[src/hdl/trig_seq_cfg.svh]
// How it works
// - no-operation combination keeps the state index and starts no movement
// - a running movement under no-operation finishes as its state defines
// - next-state combination advances the index by one and runs that state
// - previous-state combination lowers the index by one and runs that state
// - new step during absolute move A: none keeps A, abs B, A+B, curve
// - a combination is acted on only after staying stable for the filter time
`ifndef TRIG_SEQ_CFG_SVH
`define TRIG_SEQ_CFG_SVH

`define TRIG_W     4
`define NUM_COMBOS 16
`define NUM_STATES 8
`define POS_W      16
`define FILT_W     16
`define CMD_W      2
`define KIND_W     2

`endif

[src/hdl/trig_seq_pkg.sv]
package trig_seq_pkg;
  // command assigned to a trigger combination; 2'b11 acts as no-operation
  typedef enum logic [1:0] {
    CMD_NOP  = 2'b00,
    CMD_NEXT = 2'b01,
    CMD_PREV = 2'b10,
    CMD_RSVD = 2'b11
  } cmd_e;

  // movement a state defines
  typedef enum logic [1:0] {
    MV_NONE  = 2'b00,
    MV_ABS   = 2'b01,
    MV_REL   = 2'b10,
    MV_CURVE = 2'b11
  } move_kind_e;
endpackage

[src/hdl/trig_if.sv]
`timescale 1ns/1ps
`include "trig_seq_cfg.svh"
// filtered trigger combination and its change pulse
interface trig_if;
  logic [`TRIG_W-1:0] combo;
  logic               chg;
  modport src (output combo, output chg);
  modport snk (input combo, input chg);
endinterface

[src/hdl/trig_filter.sv]
`timescale 1ns/1ps
`include "trig_seq_cfg.svh"
module trig_filter (
  // clock and reset
  input  wire logic               clk_i,
  input  wire logic               rst_n_i,
  // raw triggers and filter time in cycles
  input  wire logic [`TRIG_W-1:0] trig_i,
  input  wire logic [`FILT_W-1:0] filter_cycles_i,
  // filtered result
  trig_if.src                     tf
);
  logic [`TRIG_W-1:0] raw_reg;
  logic [`TRIG_W-1:0] cand_reg;
  logic [`TRIG_W-1:0] stable_reg;
  logic [`FILT_W-1:0] cnt_reg;
  logic               chg_reg;

  // input register; triggers are taken as synchronous
  always_ff @(posedge clk_i or negedge rst_n_i) begin
    if (!rst_n_i) raw_reg <= '0;
    else          raw_reg <= trig_i;
  end

  // any jitter restarts the hold count, so short glitches never pass
  always_ff @(posedge clk_i or negedge rst_n_i) begin
    if (!rst_n_i) begin
      cand_reg <= '0;
      cnt_reg  <= '0;
    end else if (raw_reg != cand_reg) begin
      cand_reg <= raw_reg;
      cnt_reg  <= '0;
    end else if (cnt_reg < filter_cycles_i) begin
      cnt_reg  <= cnt_reg + 1'b1;
    end
  end

  // hand over a new combination once it has been held long enough
  always_ff @(posedge clk_i or negedge rst_n_i) begin
    if (!rst_n_i) begin
      stable_reg <= '0;
      chg_reg    <= 1'b0;
    end else if (raw_reg == cand_reg && cnt_reg >= filter_cycles_i &&
                 cand_reg != stable_reg) begin
      stable_reg <= cand_reg;
      chg_reg    <= 1'b1;
    end else begin
      chg_reg    <= 1'b0;
    end
  end

  assign tf.combo = stable_reg;
  assign tf.chg   = chg_reg;
endmodule

[src/hdl/trigger_state_sequencer.sv]
`timescale 1ns/1ps
`include "trig_seq_cfg.svh"
module trigger_state_sequencer
  import trig_seq_pkg::*;
#(
  parameter int NSTATES = `NUM_STATES,
  parameter int POS_W   = `POS_W,
  parameter int IDX_W   = $clog2(`NUM_STATES)
) (
  // clock and reset
  input  wire logic                       clk_i,
  input  wire logic                       rst_n_i,
  // trigger inputs from the master control
  input  wire logic [`TRIG_W-1:0]         trig_i,
  input  wire logic [`FILT_W-1:0]         filter_cycles_i,
  // configuration: command per combination, movement per state
  input  wire logic [`NUM_COMBOS*`CMD_W-1:0] cmd_tab_i,
  input  wire logic [NSTATES*`KIND_W-1:0] kind_tab_i,
  input  wire logic [NSTATES*POS_W-1:0]   val_tab_i,
  // motion status from the servo loop
  input  wire logic                       busy_i,
  input  wire logic [POS_W-1:0]           pos_i,
  // resulting movement
  output logic [IDX_W-1:0]                state_idx_o,
  output move_kind_e                      move_kind_o,
  output logic [POS_W-1:0]                move_target_o,
  output logic                            move_start_o,
  output logic [`TRIG_W-1:0]              combo_o
);
  trig_if tf ();

  // the master selects commands through this filter only
  trig_filter u_filter (
    .clk_i           (clk_i),
    .rst_n_i         (rst_n_i),
    .trig_i          (trig_i),
    .filter_cycles_i (filter_cycles_i),
    .tf              (tf)
  );

  cmd_e             cmd;
  logic [IDX_W-1:0] idx_next;
  move_kind_e       new_kind;
  logic [POS_W-1:0] new_val;
  logic [POS_W-1:0] rel_base;

  // decode the command and the state it lands on
  always_comb begin
    cmd      = cmd_e'(cmd_tab_i[tf.combo*`CMD_W +: `CMD_W]);
    idx_next = state_idx_o;
    unique case (cmd)
      CMD_NEXT: idx_next = (state_idx_o == IDX_W'(NSTATES-1)) ? '0
                           : state_idx_o + 1'b1;
      CMD_PREV: idx_next = (state_idx_o == '0) ? IDX_W'(NSTATES-1)
                           : state_idx_o - 1'b1;
      CMD_NOP, CMD_RSVD: idx_next = state_idx_o;
    endcase
    new_kind = move_kind_e'(kind_tab_i[idx_next*`KIND_W +: `KIND_W]);
    new_val  = val_tab_i[idx_next*POS_W +: POS_W];
  end

  // relative step on a running absolute move adds to its target; on a
  // running curve or when idle it adds to the present demand position
  always_comb begin
    if (busy_i && move_kind_o == MV_ABS) rel_base = move_target_o;
    else                                 rel_base = pos_i;
  end

  logic act;
  assign act = tf.chg && cmd != CMD_NOP && cmd != CMD_RSVD;

  // state index moves only on an accepted step command
  always_ff @(posedge clk_i or negedge rst_n_i) begin
    if (!rst_n_i) state_idx_o <= '0;
    else if (act) state_idx_o <= idx_next;
  end

  // movement combination; an empty state leaves the running move alone
  always_ff @(posedge clk_i or negedge rst_n_i) begin
    if (!rst_n_i) begin
      move_kind_o   <= MV_NONE;
      move_target_o <= '0;
      move_start_o  <= 1'b0;
    end else begin
      move_start_o <= 1'b0;
      if (act && new_kind != MV_NONE) begin
        move_kind_o  <= new_kind;
        move_start_o <= 1'b1;
        unique case (new_kind)
          MV_REL:   move_target_o <= rel_base + new_val;
          MV_ABS, MV_CURVE: move_target_o <= new_val;
          MV_NONE:  move_target_o <= move_target_o;
        endcase
      end
    end
  end

  // filtered combination for observation
  always_ff @(posedge clk_i or negedge rst_n_i) begin
    if (!rst_n_i) combo_o <= '0;
    else          combo_o <= tf.combo;
  end
endmodule

[config.mk]
export PLATFORM = sky130hd
export DESIGN_NAME = trigger_state_sequencer
export DESIGN_NICKNAME = d
export VERILOG_FILES = /design/src/hdl/trig_seq_pkg.sv /design/src/hdl/trig_if.sv /design/src/hdl/trig_filter.sv /design/src/hdl/trigger_state_sequencer.sv
export VERILOG_INCLUDE_DIRS = /design/src /design/src/hdl
export SDC_FILE = /design/constraint.sdc
export NUM_CORES = 1
export LEC_CHECK = 0
export BUFFER_PORTS_ARGS = -buffer_cell sky130_fd_sc_hd__clkbuf_2
export CELL_PAD_IN_SITES_DETAIL_PLACEMENT = 1
export CELL_PAD_IN_SITES_GLOBAL_PLACEMENT = 1
export CORE_AREA = 2 2 106 159
export CTS_BUF_LIST = sky130_fd_sc_hd__clkbuf_16
export DETAILED_ROUTE_END_ITERATION = 16
export DIE_AREA = 0 0 108 161
export PLACE_DENSITY = 0.93
export SLEW_MARGIN = 30
export SYNTH_ARGS = -nofsm -noshare
export SYNTH_HDL_FRONTEND = slang
export SYNTH_SLANG_ARGS = --single-unit
[constraint.sdc]
create_clock -name clk_i -period 7.3 [get_ports clk_i]
set_input_delay 1.46 -clock clk_i [delete_from_list [all_inputs] [get_ports clk_i]]
set_output_delay 1.46 -clock clk_i [all_outputs]
set_load 0.01 [all_outputs]
# Yosys cells after proc, flatten, opt, wreduce, memory -nomap -nowiden
# Index checks and enable logic that the tools add are counted.
[word_totals]
ff_bits = 55
word_cells = 56
output_inout_bits = 26
in_bits = 215
[op_classes]
bitwise_logic = 1
n_addsub = 4
n_lt_le_gt_ge = 2
n_mux = 9
shift = 3
n_reduce_logical = 15
eq_ne = 12
[op_table]
columns = ["operator", "count"]
rows = [
  ["128-bit by 8-bit variable part select with 16-bit output", 1],
  ["16-bit 2-to-1 mux", 3],
  ["16-bit case mux with 2 select lines", 1],
  ["32-bit by 6-bit variable part select with 2-bit output", 1],
  ["16-bit by 1-bit adder with 16-bit output, second input constant", 1],
  ["16-bit adder", 1],
  ["16-bit >= comparator", 1],
  ["16-bit less-than comparator", 1],
  ["16-bit by 5-bit variable part select with 2-bit output", 1],
  ["3-bit case mux with 3 select lines", 1],
  ["2-bit == test, second input constant", 4],
  ["4-bit inequality test", 2],
  ["2-bit by 1-bit == test with 1-bit output, second input constant", 3],
  ["1-bit logical AND", 6],
  ["3-bit 2-to-1 mux", 2],
  ["2-bit nonzero test", 3],
  ["4-bit == test", 1],
  ["2-bit zero test", 2],
  ["2-bit OR reduction", 2],
  ["3-bit by 1-bit adder with 3-bit output, second input constant", 1],
  ["3-bit == test, second input constant", 1],
  ["3-bit zero test", 1],
  ["3-bit by 1-bit subtractor with 3-bit output, second input constant", 1],
  ["1-bit 2-to-1 mux", 2],
  ["other kinds (3)", 3],
]

# Longest topological paths before layout
# Gate-level depths: netlist of the first run.
[logic_depth]
ltp_word = 8
mapped_depth = 24
mapped_depth_nobuf = 19

# Cells and area by module
# A second synthesis of the first run with hierarchy kept.
[hier_totals]
hier_cells = 719
hier_area_um2 = 5602.9
[by_module_without_submodules]
columns = ["module", "seq_area_each_um2", "area_per_inst_um2", "cells_each", "instances"]
rows = [
  ["trigger_state_sequencer", 650.6, 3643.5, 522, 1],
  ["trig_filter", 725.7, 1959.4, 197, 1],
]

# Least setup slack after synthesis of the first run
# Ideal clock, no wire load.
[synth_timing]
path_kind = "in2reg"
start = "input cmd_tab_i[30]"
end = "register move_target_o[7]"
setup_ps = 125
slack_ps = 1132
arrival_time_ps = 6043
stages = 22
required_time_ps = 7175
n_path_buf = 4
cell_sequence = "mux4_2 > mux4_2 > inv_1 > ha_1 > nor2b_1 > o31a_1 > buf_6 > buf_6 > buf_6 > buf_6 > mux2i_1 > mux2i_1 > mux2i_1 > inv_1 > ha_1 > a21o_1 > a221oi_1 > and2_1 > o21ai_0 > xor2_1 > mux2_2 > mux2_4"
[synth_via]
elab_chain_cells = 8
elab_cells_between_ends = 24
cone_classes = "add/sub (1); eq/ne (7); shift (3); mux (2); bitwise (1); reduce/logical (10)"
[synth_lines]
columns = ["element", "line", "source"]
rows = [
  ["start: declaration", "trigger_state_sequencer.sv:17", "input wire logic [`NUM_COMBOS*`CMD_W-1:0] cmd_tab_i,"],
  ["32-bit by 6-bit variable part select with 2-bit output (*)", "trigger_state_sequencer.sv:49", "cmd = cmd_e'(cmd_tab_i[tf.combo*`CMD_W +: `CMD_W]);"],
  ["branches (longest 7 deep; another with 16-bit adder)", "-", ""],
  ["end signal: assignment", "trigger_state_sequencer.sv:90", "MV_REL: move_target_o <= rel_base + new_val;"],
  ["end signal: assignment", "trigger_state_sequencer.sv:91", "MV_ABS, MV_CURVE: move_target_o <= new_val;"],
  ["end signal: assignment", "trigger_state_sequencer.sv:92", "MV_NONE: move_target_o <= move_target_o;"],
  ["end: declaration", "trigger_state_sequencer.sv:26", "output logic [POS_W-1:0] move_target_o,"],
]
# Every way passes the cells marked *.
# A chain may end at the register's enable or synchronous reset.

# Worst setup path in the final report of the first run
[layout_timing]
start = "input cmd_tab_i[30]"
end = "register move_target_o[15]"
# The elaborated chain is that of the path after synthesis.

==> metrics.txt, run 1 <==
Max Cap Viol=0; minimum clock period=6.67 ns; Initial DRC Count=120; DIE AREA=17,400 µm²; Synth-to-Final Area Change=26.9%; Hold WC Path Type=flip-flop to flip-flop; Post-CTS Hold Buffers=0; outcome=finished, final reports clean; GPL Wtd Cong=0.970; setup repair bufs after CTS=0; Gate Count Post-Synth=576; final worst-path cycle share=0.914; Core ar.=16,000 µm²; CTS tree=yes; Async SR Flop Fraction=1.00; post-place setup slack=0.334 ns; layout cells sized above 1=0.427; Unique masters post-synth=66; Peak VDD IR=76.1 µV; Post-Syn Area=5800 µm²; Primary FF master, synth=dfrtp_1; drt total wl=19.0 mm; vias=5,680; routed len/inst=18.7 µm; final setup margin=0.630 ns; Top Ports=241; starting density of the core=0.362; deepest clock path buffer count=2; Setup Skew=0.00816 ns; CP Data Arrival Time=6.86 ns; worst slew pin tran=0.811 ns; worst relative slew slack=0.458; worst skew pair latency=0.30 ns; Mapped Nets=832; Setup CP Type=input port to flip-flop; Core Util, Final=0.459; DRC=0; Final ANT Viol Nets=0; GRT Residual Overflow=0; Nets=1,065; Max Freq=150 MHz; hold_ws=0.399 ns; crit path launch type=input port; Site Rows=57; RSZ-0062 raised after global routing=no; drt first pass iters=4; initial antenna violation count=2; post_cts resized=0; commonest non-fill, non-tap cell in the layout=clkbuf_2; vias in the first global route=6,131; Worst setup EP type=flip-flop; PortBufs=240; largest net degree at the start of global routing=56; CTS Sinks=55; Fillers=1,888; first-pass GRT wire length=29.9 mm; Via density=5.59; Final setup viols=0; CP max FO=22; Seq/Total Area, Yosys=0.237; Req. time, crit path=7.49 ns; Seq cells post-synth=55; TritonCTS buffer count=5; Final Hold Viols=0; clock-pin slew on the worst setup and hold paths=0.08 ns; Die Height=161 µm; commonest non-fill, non-tap cells in the layout=clkbuf_2, mux2i_1, dfrtp_1, mux2_2, ha_1; DP HPWL=16.0 mm; Root Buffer=clkbuf_16; pwr dens=123 nW/µm²; Die X=108 µm; Total GRT Usage=0.215; H-Tree Level Count=2; total negative slack=0 ns; number of flops mapped to enable cells by yosys=0; Avg Inst Size Synth=10.1 µm²; max-slew violation count=0; synth warn=0; leakage=3.65 nW
==> final timing paths <==
kind / from / slack [ns] / to / cells past startpoint
worst max-delay path: cmd_tab_i[30] / 0.63 / move_target_o[15] / 20
worst min register to register: u_filter.raw_reg[1] / 0.40 / u_filter.cand_reg[1] / 0
worst min-delay path: u_filter.raw_reg[1] / 0.40 / u_filter.cand_reg[1] / 0
worst max register to register: u_filter.tf.combo[0] / 1.05 / move_target_o[15] / 19
max in group asynchronous: rst_n_i / 5.49 / move_target_o[14] / 2
min in group asynchronous: rst_n_i / 1.30 / move_target_o[2] / 2
==> Yosys cell counts, drive strengths merged, types with 2 or more instances <==
cell | instances | share of area
mux2 | 53 | 0.11
o31ai | 14 | 0.018
or4 | 14 | 0.018
o31a | 3 | 0.0045
o2111ai | 2 | 0.0030
nand4 | 7 | 0.0075
nand3 | 10 | 0.0086
a211oi | 7 | 0.012
buf | 17 | 0.028
o211ai | 3 | 0.0039
clkbuf | 12 | 0.0078
a21o | 11 | 0.014
nand3b | 2 | 0.0032
and3 | 7 | 0.0075
mux4 | 10 | 0.039
a21oi | 29 | 0.026
xnor2 | 14 | 0.021
o21ai | 15 | 0.013
nor2 | 22 | 0.017
nand2 | 19 | 0.012
nor2b | 6 | 0.0078
mux2i | 104 | 0.18
o21a | 7 | 0.010
inv | 36 | 0.024
a221oi | 8 | 0.014
dfrtp | 55 | 0.24
a2111oi | 6 | 0.011
and2 | 6 | 0.0065
or2 | 5 | 0.0058
a41oi | 3 | 0.0045
a221o | 3 | 0.0052
or3 | 4 | 0.0043
nor3 | 7 | 0.0069
ha | 40 | 0.086
xor2 | 3 | 0.0045
==> logic make-up after synthesis <==
logic type,share of synthesized area
AOI/OAI and AO/OA,0.152
DFF,0.237
buffers and inverters,0.0599
adders and majority gates,0.0897
muxes,0.326
xor gates and xnor gates,0.0257
and+or+nand+nor,0.110
==> layout make-up <==
| class | count | area, µm² | area share |
|---|---|---|---|
| tap | 206 | 258 | 0.0350 |
| antenna | 1 | 2.50 | 0.000340 |
| timing repair buffer | 255 | 1340 | 0.182 |
| clock inverter | 3 | 33.8 | 0.00459 |
| inverter | 36 | 138 | 0.0187 |
| sequential | 55 | 1380 | 0.187 |
| multi-input combinational | 456 | 4090 | 0.555 |
| clock buffer | 5 | 125 | 0.0170 |
==> stage by stage <==
stage	area (µm²)	instances	power, mW
global route	7360	1016	0.962
global placement	7190	1007	0.640
detailed placement	7190	1007	0.654
floorplan	5800	576	0.536
CTS	7350	1015	0.916
finish	7360	1017	0.905
==> routing by layer <==
layer | GRT usage | vias up | share of wire
met5 | 0 | - | 0.00068
met4 | 0.0868 | 2 | 0.035
met3 | 0.0440 | 44 | 0.065
met2 | 0.424 | 195 | 0.56
met1 | 0.212 | 2781 | 0.34
li1 | - | 2658 | -
==> critical path, stage by stage <==
cell,delay [ns]
clkbuf_2,0.08
mux4_2,0.47
mux4_2,0.54
inv_1,0.11
ha_1,0.29
nor2b_1,0.29
o31a_2,0.66
buf_4,0.24
mux2i_1,0.21
mux2i_1,0.10
mux2i_1,0.35
inv_1,0.09
ha_1,0.30
a21o_1,0.20
a221oi_1,0.37
o2111ai_1,0.25
nand2_1,0.16
a41oi_1,0.17
a221oi_1,0.29
and3b_1,0.22
==> report_power, final <==
part / internal (mW) / switching [mW] / total, mW
Combinational: 0.172 / 0.166 / 0.338
Sequential: 0.307 / 0.00238 / 0.309
Clock: 0.132 / 0.125 / 0.257
Power figures use the tool's default switching activity.
==> run 2: changes to the inputs <==
- BUFFER_PORTS_ARGS: -buffer_cell sky130_fd_sc_hd__clkbuf_2 -> -buffer_cell sky130_fd_sc_hd__buf_2
- CORE_AREA: 2 2 106 159 -> 2 2 104 156
- DIE_AREA: 0 0 108 161 -> 0 0 106 158
- PLACE_DENSITY: 0.93 -> 0.95
- SYNTH_HIERARCHICAL: default -> 1
- clock period: 7.3 -> 7.7 ns (I/O delays scaled with it)
==> run 2 against run 1 <==
Compared with the run above:
- design area decreased by 2.9%
- sequential cell count unchanged
- combinational power about the same
- first-iteration DRC count increased to 2.7 times the previous value
- clock power decreased by 9.7%
- synthesized cell count increased by 25%
- worst hold slack got worse by 0.0018 ns
- non-clock buffer count decreased by 5
- register-to-register slack improved by 0.26 ns
- via count increased by 13%
- critical path depth increased by 1
- final cell count increased by 12%
==> metrics.txt, run 2 <==
Final setup viols=0; adder and majority gate portion of the synthesized area=0.0929; Gate Count Post-Synth=719; worst relative slew slack=0.399; cell depth of the worst flop-to-flop path=20; vias=6,423; mux contribution to synthesized area=0.106; CP Data Arrival Time=7.14 ns; Total GRT Usage=0.253; Final Hold Viols=0; deepest clock path buffer count=2; drt first pass iters=4; Primary FF master, synth=dfrtp_1; Site Rows=56; Top Family by Delay on Critical Path=compound AO/OA/AOI/OAI gates; Max Freq=145 MHz; GPL Wtd Cong=0.885; Die Height=158 µm; largest cells by area after synthesis=dfrtp_1, nand2_1, ha_1; cell taking the most area after synthesis=dfrtp_1; largest net degree at the start of global routing=59; Avg Inst Size Synth=7.79 µm²; DIE AREA=16,700 µm²; Fillers=2,023; Final ANT Viol Nets=0; most common cell in the netlist=nand2_1; TritonCTS buffer count=5; Levels on crit path=21; DRC=0; Root Buffer=clkbuf_16; Req. time, crit path=7.94 ns; Peak VDD IR=76.5 µV; clock-pin slew on the worst setup and hold paths=0.08 ns; Antenna Cells=0; Setup CP Type=input port to flip-flop; Initial DRC Count=318; synth warn=6; starting density of the core=0.362; initial antenna violation count=0; Synth top area share=0.246; Max Cap Viol=0; Crit-path slowest cell=a2111oi_0; register area=1380 µm²; post_cts resized=0; vias in the first global route=6,828; first-pass GRT wire length=33.7 mm; worst skew pair latency=0.30 ns; WP buf/inv=3; max-slew violation count=0; minimum clock period=6.90 ns; setup repair bufs after CTS=0; layout cells sized above 1=0.333; worst slew pin tran=0.899 ns; PortBufs=240; DP HPWL=18.0 mm; Mapped Nets=975; xor and xnor area share after synthesis=0.0281; WHS Path Cells=0; Core ar.=15,500 µm²; Nets=1,190; H-Tree Level Count=2; area of the multi-input gates=3970 µm²; Die X=106 µm; simple-gate area share of the yosys netlist=0.277; CTS Sinks=55; Hold WC Path Type=flip-flop to flip-flop; Top Ports=241; placed inst area=7000 µm²; crit path launch type=input port; Via density=5.64; Worst setup EP type=flip-flop; CTS tree=yes; Seq/Total Area, Yosys=0.246; Post-Syn Area=5600 µm²; leakage=3.65 nW; RSZ-0062 raised after global routing=no; Max stage delay on crit path=0.64 ns; Setup Skew=0.00781 ns; total negative slack=0 ns; commonest non-fill, non-tap cells in the layout=buf_2, nand2_1, nand3_1, dfrtp_1, o21ai_0; Unique masters post-synth=71; largest family of logic cells by synthesized area=simple AND/OR/NAND/NOR gates; Synth Area in Compound Gates=0.199; CP max FO=5; worst path cell trace=buf_2, mux4_2, mux4_2, inv_1, ha_1, a21bo_2, a221oi_1, nor2_2, and3_1, a311oi_1, a31oi_1, inv_1, ha_1, a211o_1, a2111oi_0, o211ai_1, and3_1, a41oi_1, xnor2_1, or4b_1, nand3_1; Post-CTS Hold Buffers=0; final worst-path cycle share=0.896; drt total wl=21.6 mm; Async SR Flop Fraction=1.00; Commonest cells post-synth=nand2_1, nand3_1, dfrtp_1; placed cells=1,130; non-filler instance count after layout=1,138; commonest non-fill, non-tap cell in the layout=buf_2; number of flops mapped to enable cells by yosys=0; outcome=finished, final reports clean; routed len/inst=19.0 µm; pwr dens=121 nW/µm²; Seq cells post-synth=55; Synth-to-Final Area Change=27.6%; GRT Residual Overflow=0; cell area after layout=7150 µm²
## run 2: cell types whose count changed in the layout (fill, tap and decap cells not counted), moves of 9 or more
cell and delta:
mux2_2 -29, or4_1 -9, buf_2 +240, a22oi_1 +12
nand3_1 +76, clkbuf_2 -240, o21ai_0 +27, mux2i_1 -99
nand2_1 +152
## run 2: power breakdown
group / total, mW / internal (mW) / switching [mW]
clock: 0.232 / 0.121 / 0.111
sequential: 0.294 / 0.291 / 0.00267
combinational: 0.336 / 0.147 / 0.189
total: 0.862 / 0.560 / 0.302
## run 2: logic make-up (layout without fill, tap and decap cells)
family                     count (synthesis)  count (layout)
AOI/OAI and AO/OA                        157             157
muxes                                     39              39
buffers and inverters                     71             287
adders and majority gates                 41              41
and+or+nand+nor                          338             338
DFF                                       55              55
xor gates and xnor gates                  18              18
## run 2: worst paths after layout
| path | from | end | slack [ns] |
|---|---|---|---|
| max reg2reg | u_filter/tf.combo[0] | move_target_o[15] | 1.31 |
| min | u_filter/raw_reg[0] | u_filter/cand_reg[0] | 0.40 |
| min in group asynchronous | rst_n_i | move_target_o[0] | 1.38 |
| max | cmd_tab_i[28] | move_target_o[15] | 0.80 |
| min reg2reg | u_filter/raw_reg[0] | u_filter/cand_reg[0] | 0.40 |
| max in group asynchronous | rst_n_i | move_target_o[9] | 5.79 |
## run 2: final cells by class
cell class | instances | area share
clock inverters | 3 | 0.00280
flip-flops and latches | 55 | 0.193
inverters | 29 | 0.0152
clock buffers | 5 | 0.0175
well taps | 203 | 0.0355
multi-input cells | 593 | 0.556
repair buffers | 250 | 0.180
## run 2: metrics by stage
stage	power (mW)	worst slack, ns	utilization	hold slack (ns)
after floorplan	0.507	1.06	-	0.409
after global placement	0.621	0.743	0.452	0.378
after detailed placement	0.633	0.495	0.452	0.384
after CTS	0.870	0.811	0.462	0.401
after global routing	0.914	0.324	0.462	0.409
final	0.862	0.799	0.462	0.397
## run 2: layer usage
| metal | global-route usage | part of all wire | up-vias |
|---|---|---|---|
| met1 | 0.260 | 0.36 | 3081 |
| li1 | - | - | 3034 |
| met5 | 0 | 0 | - |
| met2 | 0.496 | 0.54 | 240 |
| met4 | 0.123 | 0.044 | 0 |
| met3 | 0.0358 | 0.052 | 68 |
## run 2: worst reg2reg max path: cells and delay by family, from the launching register on
kind	cells	cell delay (ns)
compound gates	8	2.62
flops	1	0.71
simple gates	5	1.07
fa+ha+maj	2	0.47
xor+xnor	1	0.11
buf+inv	2	0.21
mux	2	1.13
==> run 3: changes to the inputs <==
- CORE_AREA: 2 2 104 156 -> 8 8 110 162
- DIE_AREA: 0 0 106 158 -> 0 0 118 170
==> run 3 against run 2 <==
Compared with the run above:
- critical path depth is the same
- first-iteration DRC count grew 14%
- maximum frequency shrank 1.9%
- die area grew 20%
- sequential power is essentially flat
- worst hold slack gained 0.0013 ns
- sequential share of layout area is essentially flat
- register-to-register slack lost 0.13 ns
- largest power group unchanged
==> metrics.txt, run 3 (same netlist as run 2, synthesis figures left out) <==
layout cells sized above 1=0.333; initial antenna violation count=1; outcome=finished, final reports clean; CP max FO=5; pwr dens=122 nW/µm²; worst skew pair latency=0.30 ns; Internal Power=0.562 mW; drt total wl=23.4 mm; GR Layer Usage met3=0.0371; Total GRT Usage=0.224; Antenna Cells=0; vias in the first global route=6,917; largest net degree at the start of global routing=56; switching share of power=0.353; WHS Endpoint=u_filter/cand_reg[2]; Crit-path slowest cell=a2111oi_0; DIE AREA=20,100 µm²; Seq pwr share=0.338; worst path cell trace=buf_2, mux4_2, mux4_2, inv_1, ha_1, a21bo_2, a221oi_1, nor2_2, and3_1, a311oi_1, a31oi_1, inv_1, ha_1, a211o_1, a2111oi_0, o211ai_1, and3_1, a41oi_1, xnor2_1, or4b_1, nand3_1; CTS Sinks=55; commonest non-fill, non-tap cell in the layout=buf_2; worst relative slew slack=0.484; Synth-to-Final Area Change=27.6%; Final ANT Viol Nets=0; Root Buffer=clkbuf_16; Site Rows=56; Worst setup EP type=flip-flop; first-pass GRT wire length=36.4 mm; register area=1380 µm²; setup repair bufs after CTS=0; Peak VDD IR=78.9 µV; Critical R2R Launch=u_filter/tf.combo[0]; Post-CTS Hold Buffers=0; Worst Hold Launch=u_filter/raw_reg[2]; WHS Path Cells=0; flop2flop setup slack=1.18 ns; max-slew violation count=0; DRC=0; RSZ-0062 raised after global routing=no; Nets=1,190; Max Cap Viol=0; Req. time, crit path=7.93 ns; PortBufs=240; vias=6,533; Fillers=2,006; final worst-path cycle share=0.914; GRT Residual Overflow=0; Max stage delay on crit path=0.63 ns; Setup CP Type=input port to flip-flop; layer with the highest usage=met2; combinational power share=0.387; leakage=3.65 nW; Core ar.=15,500 µm²; P_sw=0.307 mW; crit path launch type=input port; M2 GR Usage=0.432; worst slew pin tran=0.774 ns; Final setup viols=0; total negative slack=0 ns; clock-pin slew on the worst setup and hold paths=0.08 ns; CTS tree=yes; Top Ports=241; deepest clock path buffer count=2; cell depth of the worst flop-to-flop path=20; Core Util, Final=0.462; Die Height=170 µm; Initial DRC Count=364; minimum clock period=7.03 ns; WP buf/inv=3; GPL Wtd Cong=0.880; post_cts resized=0; DP HPWL=19.5 mm; routing usage on met1=0.232; CP Data Arrival Time=7.27 ns; H-Tree Level Count=2; routed len/inst=20.5 µm; Via density=5.74; starting density of the core=0.362; Setup Skew=0.00399 ns; Final Hold Viols=0; Clk network pwr share=0.275; Max Freq=142 MHz; Hold WC Path Type=flip-flop to flip-flop; Die X=118 µm; drt first pass iters=5; Top Family by Delay on Critical Path=compound AO/OA/AOI/OAI gates; commonest non-fill, non-tap cells in the layout=buf_2, nand2_1, nand3_1, dfrtp_1, o21ai_0; r2r endpoint=move_target_o[15]; area of the multi-input gates=3970 µm²; TritonCTS buffer count=5
## run 3: cell count changes in the layout (fill, tap and decap cells not counted)
cell,previous run,this run
clkinv_1,0,1
clkinv_4,0,1
clkinvlp_4,1,0
inv_1,29,28
inv_6,1,0
inv_8,0,1
## run 3: area by class of cell
class | count | share of cell area
multi-input cells | 593 | 0.556
flip-flops and latches | 55 | 0.192
repair buffers | 250 | 0.180
well taps | 203 | 0.0355
clock buffers | 5 | 0.0175
inverters | 29 | 0.0152
clock inverters | 3 | 0.00332
## run 3: worst max-delay path by stage
stage | startpoint | to | slack (ns) | cells past startpoint
finish | cmd_tab_i[22] | move_target_o[15] | 0.67 | 21
global route | cmd_tab_i[22] | move_target_o[15] | 0.25 | 21
CTS | cmd_tab_i[22] | move_target_o[15] | 0.68 | 21
detailed placement | cmd_tab_i[22] | move_target_o[15] | 0.37 | 21
global placement | cmd_tab_i[30] | move_target_o[15] | 0.67 | 21
floorplan | cmd_tab_i[30] | move_target_o[15] | 1.06 | 20
## run 3: per-layer routing
| layer | part of all wire | up-vias |
|---|---|---|
| li1 | - | 3040 |
| met5 | 0.00051 | - |
| met4 | 0.035 | 2 |
| met3 | 0.056 | 55 |
| met1 | 0.37 | 3160 |
| met2 | 0.54 | 276 |
## run 3: worst reg2reg max path: stages, from the launching register on
cell	delay, ns
dfrtp_1	0.71
mux4_2	0.59
mux4_2	0.52
inv_1	0.12
ha_1	0.23
a21bo_2	0.26
a221oi_1	0.59
nor2_2	0.10
and3_1	0.17
a311oi_1	0.33
a31oi_1	0.16
inv_1	0.10
ha_1	0.25
a211o_1	0.31
a2111oi_0	0.63
o211ai_1	0.23
and3_1	0.23
a41oi_1	0.25
xnor2_1	0.11
or4b_1	0.48
nand3_1	0.09
## run 3: metrics by stage
| step | setup WS (ns) | cells | hold slack (ns) | instance area, µm² | power (mW) |
|---|---|---|---|---|---|
| global route | 0.248 | 1138 | 0.415 | 7150 | 0.919 |
| finish | 0.666 | 1138 | 0.399 | 7150 | 0.870 |
| detailed placement | 0.373 | 1130 | 0.386 | 7000 | 0.634 |
| global placement | 0.667 | 1130 | 0.380 | 7000 | 0.620 |
| CTS | 0.683 | 1138 | 0.404 | 7150 | 0.878 |
| floorplan | 1.06 | 719 | 0.409 | 5600 | 0.507 |
## run 3: power by group through the flow
stage | clock network [mW] | registers [mW] | logic, mW
floorplan | 0 | 0.299 | 0.208
global placement | 0 | 0.300 | 0.321
detailed placement | 0 | 0.300 | 0.334
CTS | 0.248 | 0.294 | 0.336
global route | 0.253 | 0.294 | 0.371
finish | 0.239 | 0.294 | 0.337
